File: src/ssi_pkg.sv
// What this block does
// - Matched write address clears read/write bit and loads address into buffer.
// - Address byte gets no acknowledge while buffer full or overflow flag set.
// - Every data byte raises the port flag; software clears it and reads status.
// - Data byte received while buffer unread sets overflow and is not acknowledged.
// - Matched read address sets read/write bit and loads address into buffer.
// - Matched read address is acknowledged, then bus clock is held low.
// - Software queues transmit byte in the FIFO for the shift register, then releases the clock.
// - Transmitter shifts eight bits, changing data on bus clock falling edges.
// - Transmitter raises the port flag on the ninth falling clock edge.
// - Transmitter samples the master acknowledge on the ninth rising clock edge.
// - Master not acknowledging ends transfer, resets slave status, awaits start.
// - Start and stop seen bits clear on reset or disable, track bus conditions.
// - Direction bit set to output drives the pin low, whatever the latch holds.
// - Port flag is raised on start, stop and every byte moved.
// - A mode value idles the slave for firmware master; master may share active slave.
// - Shift bits 7..1 are compared to own address on eighth falling edge.
// - Buffer read clears the full flag; only software clears the overflow flag.
// - Everything except the transmit FIFO works only while the port enable bit is set.
package ssi_pkg;
  localparam int DATA_W = 8;
  localparam int FIFO_DEPTH = 4;
  localparam logic [3:0] MODE_FW_MASTER = 4'hb;
  localparam logic [3:0] BIT_LAST = 4'h8;
  localparam logic [3:0] CNT_RST = 4'h0;
  localparam logic [7:0] BYTE_RST = 8'h00;
  localparam logic [1:0] PINS_RST = 2'h3;

  typedef enum logic [2:0] {
    ST_IDLE,
    ST_RX,
    ST_ACK,
    ST_TX,
    ST_TXACK
  } ssi_state_e;
endpackage

File: src/ssi_stream_if.sv
`timescale 1ns/100ps
interface ssi_stream_if #(parameter int W = 8);
  logic [W-1:0] data;
  logic valid;
  logic ready;
  modport src (output data, output valid, input ready);
  modport snk (input data, input valid, output ready);
endinterface // ssi_stream_if

File: src/ssi_sync.sv
`timescale 1ns/100ps
module ssi_sync import ssi_pkg::*; #(parameter int W = 2) (
  // Clock and reset
  input wire logic mclk_i,
  input wire logic rst_b_i,
  // Data
  input wire logic [W-1:0] async_i,
  output logic [W-1:0] sync_o
);

  logic [W-1:0] meta;

  // Bus idles high, so reset to released level avoids a false start
  always_ff @(posedge mclk_i or negedge rst_b_i) begin
    if (!rst_b_i) begin
      meta <= W'(PINS_RST);
      sync_o <= W'(PINS_RST);
    end else begin
      meta <= async_i;
      sync_o <= meta;
    end
  end
endmodule // ssi_sync

File: src/ssi_fifo.sv
`timescale 1ns/100ps
module ssi_fifo #(
  parameter int W = 8,
  parameter int DEPTH = 4
) (
  // Clock and reset
  input wire logic mclk_i,
  input wire logic rst_b_i,
  // Streams
  ssi_stream_if.snk in_s,
  ssi_stream_if.src out_s
);
  localparam int AW = (DEPTH > 1) ? $clog2(DEPTH) : 1;
  localparam logic [AW-1:0] PTR_LAST = AW'(DEPTH - 1);
  localparam logic [AW:0] CNT_FULL = (AW + 1)'(DEPTH);

  logic [W-1:0] mem [DEPTH];
  logic [AW-1:0] wptr;
  logic [AW-1:0] rptr;
  logic [AW:0] count;
  logic push;
  logic pop;
  logic in_rdy;

  // Ready is a flop so the top-level ready output comes straight from a register
  assign in_s.ready = in_rdy;
  assign out_s.valid = (count != '0);
  assign out_s.data = mem[rptr];
  assign push = in_s.valid && in_s.ready;
  assign pop = out_s.valid && out_s.ready;

  always_ff @(posedge mclk_i) begin
    if (push) begin
      mem[wptr] <= in_s.data;
    end
  end

  always_ff @(posedge mclk_i or negedge rst_b_i) begin
    if (!rst_b_i) begin
      wptr <= '0;
      rptr <= '0;
      count <= '0;
      in_rdy <= 1'b1;
    end else begin
      if (push) begin
        wptr <= (wptr == PTR_LAST) ? '0 : wptr + 1'b1;
      end
      if (pop) begin
        rptr <= (rptr == PTR_LAST) ? '0 : rptr + 1'b1;
      end
      if (push && !pop) begin
        count <= count + 1'b1;
        in_rdy <= ((count + 1'b1) != CNT_FULL);
      end else if (pop && !push) begin
        count <= count - 1'b1;
        in_rdy <= 1'b1;
      end
    end
  end
endmodule // ssi_fifo

File: src/ssi_i2c_slave.sv
`timescale 1ns/100ps
module ssi_i2c_slave import ssi_pkg::*; (
  // Clock and reset
  input wire logic mclk_i,
  input wire logic rst_b_i,
  // Bus pins, open drain
  input wire logic bus_clock_pin_i,
  output logic bus_clock_pin_o,
  output logic bus_clock_pin_oe_o,
  input wire logic bus_data_pin_i,
  output logic bus_data_pin_o,
  output logic bus_data_pin_oe_o,
  // Control
  input wire logic port_enable_bit_i,
  input wire logic [3:0] port_mode_field_i,
  input wire logic [6:0] own_address_reg_i,
  input wire logic [1:0] pin_direction_reg_i,
  input wire logic clock_release_i,
  // Software strobes
  input wire logic buffer_read_i,
  input wire logic overflow_clear_i,
  input wire logic irq_clear_i,
  // Transmit byte path
  input wire logic [7:0] tx_data_i,
  input wire logic tx_write_i,
  output logic tx_ready_o,
  // Status
  output logic [7:0] rx_tx_buffer_o,
  output logic buffer_full_flag_o,
  output logic receive_overflow_flag_o,
  output logic port_irq_flag_o,
  output logic read_write_bit_o,
  output logic data_not_addr_o,
  output logic start_seen_o,
  output logic stop_seen_o,
  output logic clock_held_o
);

  ////////////////////////////////////////////////////////////////////////////
  // Input synchronisation and bus event detection

  logic [1:0] pins_s;
  logic scl_s;
  logic sda_s;
  logic scl_q;
  logic sda_q;

  ssi_sync #(.W(2)) u_sync (
    .mclk_i(mclk_i),
    .rst_b_i(rst_b_i),
    .async_i({bus_data_pin_i, bus_clock_pin_i}),
    .sync_o(pins_s)
  );

  assign scl_s = pins_s[0];
  assign sda_s = pins_s[1];

  always_ff @(posedge mclk_i or negedge rst_b_i) begin
    if (!rst_b_i) begin
      scl_q <= 1'b1;
      sda_q <= 1'b1;
    end else begin
      scl_q <= scl_s;
      sda_q <= sda_s;
    end
  end

  logic scl_rise;
  logic scl_fall;
  logic start_ev;
  logic stop_ev;
  logic enabled;
  logic slave_on;

  assign scl_rise = scl_s && !scl_q;
  assign scl_fall = !scl_s && scl_q;
  assign start_ev = scl_s && scl_q && sda_q && !sda_s;
  assign stop_ev = scl_s && scl_q && !sda_q && sda_s;
  assign enabled = port_enable_bit_i;
  assign slave_on = enabled && (port_mode_field_i != MODE_FW_MASTER);

  ////////////////////////////////////////////////////////////////////////////
  // Transmit FIFO

  ssi_stream_if #(.W(DATA_W)) tx_in ();
  ssi_stream_if #(.W(DATA_W)) tx_out ();

  assign tx_in.data = tx_data_i;
  assign tx_in.valid = tx_write_i;
  assign tx_ready_o = tx_in.ready;

  ssi_fifo #(.W(DATA_W), .DEPTH(FIFO_DEPTH)) u_tx_fifo (
    .mclk_i(mclk_i),
    .rst_b_i(rst_b_i),
    .in_s(tx_in.snk),
    .out_s(tx_out.src)
  );

  ////////////////////////////////////////////////////////////////////////////
  // Sequence state

  ssi_state_e state;
  logic [3:0] cnt;
  logic [7:0] shreg;
  logic is_addr;
  logic ack_drive;
  logic stretch;
  logic tx_loaded;
  logic master_nack;
  logic bf;
  logic ov;

  logic byte_end;
  logic addr_hit;
  logic accept;
  logic rx_take;
  logic rx_ovf;
  logic ack_end;
  logic txack_end;
  logic tx_pop;
  logic tx_load;

  assign byte_end = (state == ST_RX) && scl_fall && (cnt == BIT_LAST);
  assign addr_hit = is_addr && (shreg[7:1] == own_address_reg_i);
  assign accept = !bf && !ov;
  assign rx_take = byte_end && (addr_hit || !is_addr) && accept;
  assign rx_ovf = byte_end && !is_addr && !accept;
  assign ack_end = (state == ST_ACK) && scl_fall;
  assign txack_end = (state == ST_TXACK) && scl_fall;
  // Pops only while stretched and empty, so queued bytes wait in the FIFO
  assign tx_pop = (state == ST_TX) && stretch && !tx_loaded;
  assign tx_out.ready = tx_pop;
  assign tx_load = tx_pop && tx_out.valid;

  always_ff @(posedge mclk_i or negedge rst_b_i) begin
    if (!rst_b_i) begin
      state <= ST_IDLE;
      cnt <= CNT_RST;
      shreg <= BYTE_RST;
      is_addr <= 1'b0;
      ack_drive <= 1'b0;
      stretch <= 1'b0;
      tx_loaded <= 1'b0;
      master_nack <= 1'b0;
    end else if (!slave_on || stop_ev) begin
      state <= ST_IDLE;
      cnt <= CNT_RST;
      ack_drive <= 1'b0;
      stretch <= 1'b0;
      tx_loaded <= 1'b0;
    end else if (start_ev) begin
      // Repeated start also restarts address reception
      state <= ST_RX;
      cnt <= CNT_RST;
      is_addr <= 1'b1;
      ack_drive <= 1'b0;
      stretch <= 1'b0;
      tx_loaded <= 1'b0;
    end else begin
      unique case (state)
        ST_IDLE: begin
          cnt <= CNT_RST;
        end
        ST_RX: begin
          if (scl_rise && (cnt != BIT_LAST)) begin
            shreg <= {shreg[6:0], sda_s};
            cnt <= cnt + 4'h1;
          end
          if (byte_end) begin
            if (is_addr && !addr_hit) begin
              state <= ST_IDLE;
            end else begin
              state <= ST_ACK;
              ack_drive <= accept;
            end
          end
        end
        ST_ACK: begin
          if (scl_fall) begin
            ack_drive <= 1'b0;
            cnt <= CNT_RST;
            if (is_addr && !ack_drive) begin
              state <= ST_IDLE;
            end else if (is_addr && shreg[0]) begin
              state <= ST_TX;
              stretch <= 1'b1;
              tx_loaded <= 1'b0;
            end else begin
              state <= ST_RX;
            end
            is_addr <= 1'b0;
          end
        end
        ST_TX: begin
          if (tx_load) begin
            shreg <= tx_out.data;
            tx_loaded <= 1'b1;
          end
          if (stretch && tx_loaded && clock_release_i) begin
            stretch <= 1'b0;
          end
          if (!stretch && scl_rise) begin
            cnt <= cnt + 4'h1;
          end
          if (!stretch && scl_fall) begin
            if (cnt == BIT_LAST) begin
              state <= ST_TXACK;
            end else begin
              shreg <= {shreg[6:0], 1'b0};
            end
          end
        end
        ST_TXACK: begin
          if (scl_rise) begin
            master_nack <= sda_s;
          end
          if (scl_fall) begin
            cnt <= CNT_RST;
            if (master_nack) begin
              state <= ST_IDLE;
            end else begin
              state <= ST_TX;
              stretch <= 1'b1;
              tx_loaded <= 1'b0;
            end
          end
        end
      endcase
    end
  end

  ////////////////////////////////////////////////////////////////////////////
  // Buffer and overflow flags

  always_ff @(posedge mclk_i or negedge rst_b_i) begin
    if (!rst_b_i) begin
      rx_tx_buffer_o <= BYTE_RST;
      bf <= 1'b0;
      ov <= 1'b0;
    end else if (!enabled) begin
      bf <= 1'b0;
      ov <= 1'b0;
    end else begin
      if (rx_take) begin
        rx_tx_buffer_o <= shreg;
      end
      if (rx_take) begin
        bf <= 1'b1;
      end else if (txack_end && master_nack) begin
        bf <= 1'b0;
      end else if (buffer_read_i) begin
        bf <= 1'b0;
      end
      if (rx_ovf) begin
        ov <= 1'b1;
      end else if (overflow_clear_i) begin
        ov <= 1'b0;
      end
    end
  end

  assign buffer_full_flag_o = bf;
  assign receive_overflow_flag_o = ov;

  ////////////////////////////////////////////////////////////////////////////
  // Status bits

  always_ff @(posedge mclk_i or negedge rst_b_i) begin
    if (!rst_b_i) begin
      read_write_bit_o <= 1'b0;
      data_not_addr_o <= 1'b0;
    end else if (!slave_on || (txack_end && master_nack)) begin
      read_write_bit_o <= 1'b0;
      data_not_addr_o <= 1'b0;
    end else if (byte_end && addr_hit) begin
      read_write_bit_o <= shreg[0];
      data_not_addr_o <= 1'b0;
    end else if (rx_take) begin
      data_not_addr_o <= 1'b1;
    end else if (tx_load) begin
      data_not_addr_o <= 1'b1;
    end
  end

  always_ff @(posedge mclk_i or negedge rst_b_i) begin
    if (!rst_b_i) begin
      start_seen_o <= 1'b0;
      stop_seen_o <= 1'b0;
    end else if (!enabled) begin
      start_seen_o <= 1'b0;
      stop_seen_o <= 1'b0;
    end else if (start_ev) begin
      start_seen_o <= 1'b1;
      stop_seen_o <= 1'b0;
    end else if (stop_ev) begin
      start_seen_o <= 1'b0;
      stop_seen_o <= 1'b1;
    end
  end

  always_ff @(posedge mclk_i or negedge rst_b_i) begin
    if (!rst_b_i) begin
      port_irq_flag_o <= 1'b0;
    end else if (!enabled) begin
      port_irq_flag_o <= 1'b0;
    end else if (start_ev || stop_ev) begin
      port_irq_flag_o <= 1'b1;
    end else if (slave_on && (ack_end || txack_end)) begin
      port_irq_flag_o <= 1'b1;
    end else if (irq_clear_i) begin
      port_irq_flag_o <= 1'b0;
    end
  end

  ////////////////////////////////////////////////////////////////////////////
  // Pin drivers

  logic tx_bit_low;

  assign tx_bit_low = (state == ST_TX) && tx_loaded && !shreg[7];

  always_ff @(posedge mclk_i or negedge rst_b_i) begin
    if (!rst_b_i) begin
      bus_clock_pin_o <= 1'b0;
      bus_data_pin_o <= 1'b0;
      bus_clock_pin_oe_o <= 1'b0;
      bus_data_pin_oe_o <= 1'b0;
      clock_held_o <= 1'b0;
    end else begin
      bus_clock_pin_o <= 1'b0;
      bus_data_pin_o <= 1'b0;
      bus_clock_pin_oe_o <= enabled && (!pin_direction_reg_i[0] || stretch);
      bus_data_pin_oe_o <= enabled && (!pin_direction_reg_i[1] || tx_bit_low
                           || ((state == ST_ACK) && ack_drive));
      clock_held_o <= stretch;
    end
  end

endmodule // ssi_i2c_slave

File: config.mk
export PLATFORM = sky130hd
export DESIGN_NAME = ssi_i2c_slave
export DESIGN_NICKNAME = d
export VERILOG_FILES = /design/src/ssi_pkg.sv /design/src/ssi_stream_if.sv /design/src/ssi_sync.sv /design/src/ssi_fifo.sv /design/src/ssi_i2c_slave.sv
export SDC_FILE = /design/constraint.sdc
export NUM_CORES = 1
export LEC_CHECK = 0
export ABC_CLOCK_PERIOD_IN_PS = 6600
export BUFFER_PORTS_ARGS = -buffer_cell sky130_fd_sc_hd__buf_2
export CAP_MARGIN = 0
export CORE_ASPECT_RATIO = 2
export CORE_MARGIN = 3
export CORE_UTILIZATION = 60
export DETAILED_ROUTE_END_ITERATION = 8
export PLACE_DENSITY_LB_ADDON = 0.05
export REMOVE_ABC_BUFFERS = 1
export SYNTH_ARGS = -nofsm -noshare
export SYNTH_HDL_FRONTEND = slang
export SYNTH_SLANG_ARGS = --single-unit
File: constraint.sdc
create_clock -name mclk_i -period 6.6 [get_ports mclk_i]
set_clock_uncertainty 0.05 [all_clocks]
set_input_delay 1.32 -clock mclk_i [delete_from_list [all_inputs] [get_ports mclk_i]]
set_output_delay 1.32 -clock mclk_i [all_outputs]
set_load 0.1 [all_outputs]
Word level (Yosys, flattened, before mapping)
Memory sizes are Yosys's and may differ from the RTL's.
Cells that the tools add are included.
- output and inout bits: 21
- bits in writable memories: 32
- register bits after elaboration: 52
- memories: 1
- bits of input ports: 31
- memories (name ; words ; width ; rd ports ; clocked after Yosys merged registers in ; wr ports ; line ; text):
    u_tx_fifo.mem ; 4 ; 8 ; 1 ; 0 ; 1 ; ssi_fifo.sv:17 ; logic [W-1:0] mem [DEPTH];
- mux-type cells: 79
- add/sub/neg operators: 5
- eq/ne operators: 30
- bitwise logic cells: 2
- reductions and logical operators: 87
- operator list (operator ; count):
    two-way mux 1 bit ; 49
    logical AND 1 bit ; 40
    != test 4 bit (second input constant) ; 10
    two-way mux 8 bit ; 4
    two-way mux 3 bit ; 9
    two-way mux 4 bit ; 5
    zero test 1 bit ; 18
    != test 4 x 3 -> 1 bit (second input constant) ; 4
    one-hot mux 4 bit (4 select lines) ; 1
    one-hot mux 8 bit (2 select lines) ; 1
    AND reduction 7 bit ; 2
    two-way mux 2 bit ; 6
    != test 4 x 1 -> 1 bit (second input constant) ; 3
    one-hot mux 3 bit (4 select lines) ; 1
    AND reduction 4 bit ; 3
    nonzero test 2 bit ; 5
    logical OR 1 bit ; 8
    nonzero test 4 bit ; 2
    equality test 7 bit ; 1
    equality test 3 x 2 -> 1 bit (second input constant) ; 2
    != test 3 x 1 -> 1 bit (second input constant) ; 2
    one-hot mux 1 bit (3 select lines) ; 2
    AND reduction 3 bit ; 2
    AND reduction 6 bit ; 1
    other kinds (19) ; 22

Longest topological paths before layout
- word-level depth: 9
- gate-level depth with buffers: 11
- gate-level depth less buffers: 10

By module
From an unflattened synthesis, not the netlist that was laid out.
- cell total of the unflattened synthesis: 320
- area, all modules: 4085.2 sq um
- modules (own cells, without submodules) (module ; times used ; sequential area each (sq um) ; cells each ; area an instance (sq um)):
    ssi_i2c_slave ; 1 ; 1003.5 ; 222 ; 2292.2
    ssi_fifo ; 1 ; 1162.4 ; 94 ; 1687.9
    ssi_sync ; 1 ; 105.1 ; 4 ; 105.1

Worst setup path before layout
OpenSTA, ideal clock, no wires.
- path kind: input to register
- from: in own_address_reg_i[2]
- to: reg rx_tx_buffer_o[0]
- stages on the path: 5
- path slack: 3.952 ns
- buffers on the path: 0
- arrival: 2.470 ns
- cell sequence: xor2_1 > nor4_2 > a21oi_2 > nor2_8 > mux2_1
- longest elaborated chain between the ends: 6
- RTL lines (what ; line ; text):
    start, declared ; ssi_i2c_slave.sv:16 ; input wire logic [6:0] own_address_reg_i,
    equality test 7 bit ; ssi_i2c_slave.sv:124 ; assign addr_hit = is_addr && (shreg[7:1] == own_address_reg_i);
    logical AND 1 bit ; ssi_i2c_slave.sv:124 ;
    logical OR 1 bit ; ssi_i2c_slave.sv:126 ; assign rx_take = byte_end && (addr_hit || !is_addr) && accept;
    logical AND 1 bit (2 in a row) ; ssi_i2c_slave.sv:126 ;
    AND reduction 2 bit (no line) ; - ;
    end signal, assigned ; ssi_i2c_slave.sv:245 ; rx_tx_buffer_o <= shreg;
    end, declared ; ssi_i2c_slave.sv:28 ; output logic [7:0] rx_tx_buffer_o,
Every way passes these cells.
A chain may end at the register's enable or synchronous reset.

Worst setup path after layout
- from: reg state[1]
- to: reg u_tx_fifo.in_rdy, in the netlist u_tx_fifo.in_s.ready
- longest elaborated chain between the ends: 7
- RTL lines (what ; line ; text):
    start, declared ; ssi_i2c_slave.sv:102 ; ssi_state_e state;
    start signal, assigned ; ssi_i2c_slave.sv:137 ; state <= ST_IDLE;
    start signal, assigned ; ssi_i2c_slave.sv:146 ; state <= ST_IDLE;
    start signal, assigned ; ssi_i2c_slave.sv:153 ; state <= ST_RX;
    equality test 3 x 2 -> 1 bit (*) ; ssi_i2c_slave.sv:131 ; assign tx_pop = (state == ST_TX) && stretch && !tx_loaded;
    logical AND 1 bit (*) (2 in a row) ; ssi_i2c_slave.sv:131 ;
    logical AND 1 bit (*) ; ssi_fifo.sv:30 ; assign pop = out_s.valid && out_s.ready;
    zero test 1 bit ; ssi_fifo.sv:51 ; if (push && !pop) begin
    logical AND 1 bit ; ssi_fifo.sv:51 ;
    two-way mux 1 bit / nonzero test 2 bit (equally long branches) ; - ;
    end signal, assigned ; ssi_fifo.sv:53 ; in_rdy <= ((count + 1'b1) != CNT_FULL);
    end, declared ; ssi_fifo.sv:23 ; logic in_rdy;
Every way passes the cells marked *; elsewhere a longest branch is shown, timed or not.

==> results_dict.tcl <==
set metrics [dict create \
    slew_headroom_pct 55.0 \
    power.share.clock_pct 35.9 \
    yosysSeqAreaShare_pct 56.5 \
    pwr-share-seq_pct 48.9 \
    final_cell_mix "49 x buf_2, 45 x dfrtp_1, 32 x edfxtp_1" \
    synth-edff-count 32 \
    synth_ff_type "dfrtp_1" \
    met3_usage_pct 5.44 \
    drc 0 \
    overflow 0 \
    grt_pass1_vias 2953 \
    period_minus_slack_ps 2800 \
    multi_input_area_um2 1630 \
    hpwl_um 6310 \
    synth_cell_types 69 \
    grt_usage_pct 24.2 \
    internal_power_mw 0.988 \
    core_region_area_um2 6410 \
    cp_data_arrival_time_ps 3010 \
    slowest_stage "nor2b_1" \
    min_path_type "reg -> reg" \
    final_util_pct 71.9 \
    tritoncts "yes" \
    cp_max_fo 11 \
    postRouteAntennaNets 0 \
    critPathKind "reg -> reg" \
    grt_pass1_wl_um 14000 \
    post_cts_buffers 0 \
    max_freq_mhz 357 \
    grt_max_degree 53 \
    power.leakage_nw 2.02 \
    synth_cells 319 \
    outcome "complete, no violations" \
    io_pins 52 \
    tightest_slew_ps 674 \
    maxCapViolations 0 \
    place_congestion 0.956 \
    required_ps 6810 \
    layout_commonest_cell "buf_2" \
    crit_chain "nor2b_1 -> nand2_2 -> nor2_2 -> inv_2 -> ha_1 -> mux2_2" \
    cp_top_family "simple AND/OR/NAND/NOR gates" \
    dieArea_um2 7770 \
    ys.warnings.count 0 \
    grt_setup_unrepaired "false" \
    ys_ff_latch 84 \
    pwr-share-comb_pct 15.1 \
    area_delta_synth_final_pct 14.8 \
    cts.htree.levels 3 \
    fin_nets 412 \
    slew_violations 0 \
    met2_usage_pct 44.2 \
    pwr_density_cell_nw_per_um2 292 \
    totalWireLength_um 8610 \
    cts_hold_buf 0 \
    ir_worst_vdd_mv 0.335 \
    vias 2747 \
    cts_made_buffers 9 \
    rows 41 \
    die_h_um 122 \
    die_w_um 63.9 \
    cts.sinks 84 \
    start_util_pct 62.7 \
    drt_pass1_iterations 6 \
    clk_pin_slew_ps 60 \
    final.setup.tns_ps 0 \
    grt-busiest-layer "met2" \
    first_iter_violations 188 \
    antenna_found_initial 0 \
    hold_viol 0 \
    drt-vias-per-instance 5.97 \
    async_flop_share_pct 61.9 \
    synth_area_per_cell_um2 12.6 \
    cts_root_buf "clkbuf_16" \
    grtUsageMet1_pct 23.7 \
    timing.final.crit_share_pct 42.5 \
    power_switching_mw 0.361 \
    critical-path-max-stage-delay_ps 610 \
    crit_path_end_kind "flip-flop" \
    clk_path_buf_depth 2 \
    netSwitchingFraction_pct 26.8 \
    num-fill-cells 451 \
    netlist_area_um2 4020 \
    crit_buf_inv 1 \
    antennaDiodeCount 0 \
    seq_area_um2 2270 \
    wire_per_inst_um 18.7 \
    layout-drive-gt1-share_pct 25.4 \
    startpoint_type "flip-flop" \
    clk_latency_ps 330 \
    cts_resized 0 \
    numPortBuffers 49 \
    setup_viol 0 \
]
per-stage QoR:
stage	instance area (um2)	setup slack [ps]	hold WS, ps	instances	power (mW)
2_1_floorplan	3960	3950	295	308	0.805
3_3_place_gp	4320	3620	297	444	0.862
3_5_place_dp	4320	3520	298	444	0.873
4_1_cts	4610	3810	307	460	1.36
5_1_grt	4610	3590	311	460	1.41
6_report	4610	3800	306	460	1.35
cell usage after synthesis (8+ instances only):
| cell type | n | share of area [%] |
|---|---|---|
| dfrtp_1 | 45 | 28 |
| edfxtp_1 | 32 | 24 |
| nand2_1 | 23 | 2.1 |
| inv_1 | 14 | 1.3 |
| ha_1 | 12 | 3.7 |
| nor2_1 | 12 | 1.1 |
| a21oi_1 | 11 | 1.4 |
| mux2_1 | 11 | 3.1 |
| o21ai_0 | 10 | 1.2 |
| o22ai_1 | 10 | 1.6 |
| xor2_1 | 10 | 2.2 |
| mux4_2 | 8 | 4.5 |
| nand3_1 | 8 | 1.0 |
final cells by class:
type / count / share of cell area [%]
Timing Repair Buffer: 50 / 5.48
Multi-Input combinational cell: 209 / 35.4
Clock buffer: 11 / 5.05
Clock inverter: 5 / 1.30
Inverter: 15 / 1.22
Tap cell: 86 / 2.33
Sequential cell: 84 / 49.2
power groups by stage:
stage / combinational [mW] / clock, mW / sequential, mW
floorplan: 0.129 / 0 / 0.677
global route: 0.224 / 0.519 / 0.667
global placement: 0.197 / 0 / 0.665
finish: 0.204 / 0.485 / 0.660
detailed placement: 0.205 / 0 / 0.668
CTS: 0.208 / 0.495 / 0.660
layer usage:
| layer | vias to the layer above | wire (um) |
|---|---|---|
| met3 | 26 | 268 |
| met5 | - | 0 |
| met1 | 1356 | 3000 |
| met2 | 81 | 4950 |
| li1 | 1284 | - |
| met4 | 0 | 393 |
worst paths after layout:
kind	end	depth (start not counted)	from	slack, ps
setup / recovery	u_tx_fifo.in_s.ready	6	state[1]	3800
hold / removal	u_sync.sync_o[1]	0	u_sync.meta[1]	310
setup reg to reg	u_tx_fifo.in_s.ready	6	state[1]	3800
hold reg to reg	u_sync.sync_o[1]	0	u_sync.meta[1]	310
max in group asynchronous	state[2]	2	rst_b_i	4980
min in group asynchronous	start_seen_o	2	rst_b_i	1060
kinds of logic (layout without fill, tap and decap cells):
group           count (synthesis)  after routing  synth area share, %
buf+inv                        27             81                 2.96
flops                          84             84                 56.5
other cells                     1              2               0.0933
xor+xnor                       12             12                 2.62
simple gates                   88             88                 13.1
mux                            21             21                 8.10
fa+ha+maj                      12             12                 3.74
compound gates                 74             74                 12.9
registers in the layout (all words and copies together), names as in the netlist, 2 cells and up:
register         cells
u_tx_fifo.mem       32
u_sync.meta          2
u_tx_fifo.count      3
state                3
u_tx_fifo.rptr       2
u_sync.sync_o        2
rx_tx_buffer_o       8
cnt                  4
shreg                8
u_tx_fifo.wptr       2
No activity file was read; power rests on OpenSTA's default activity.
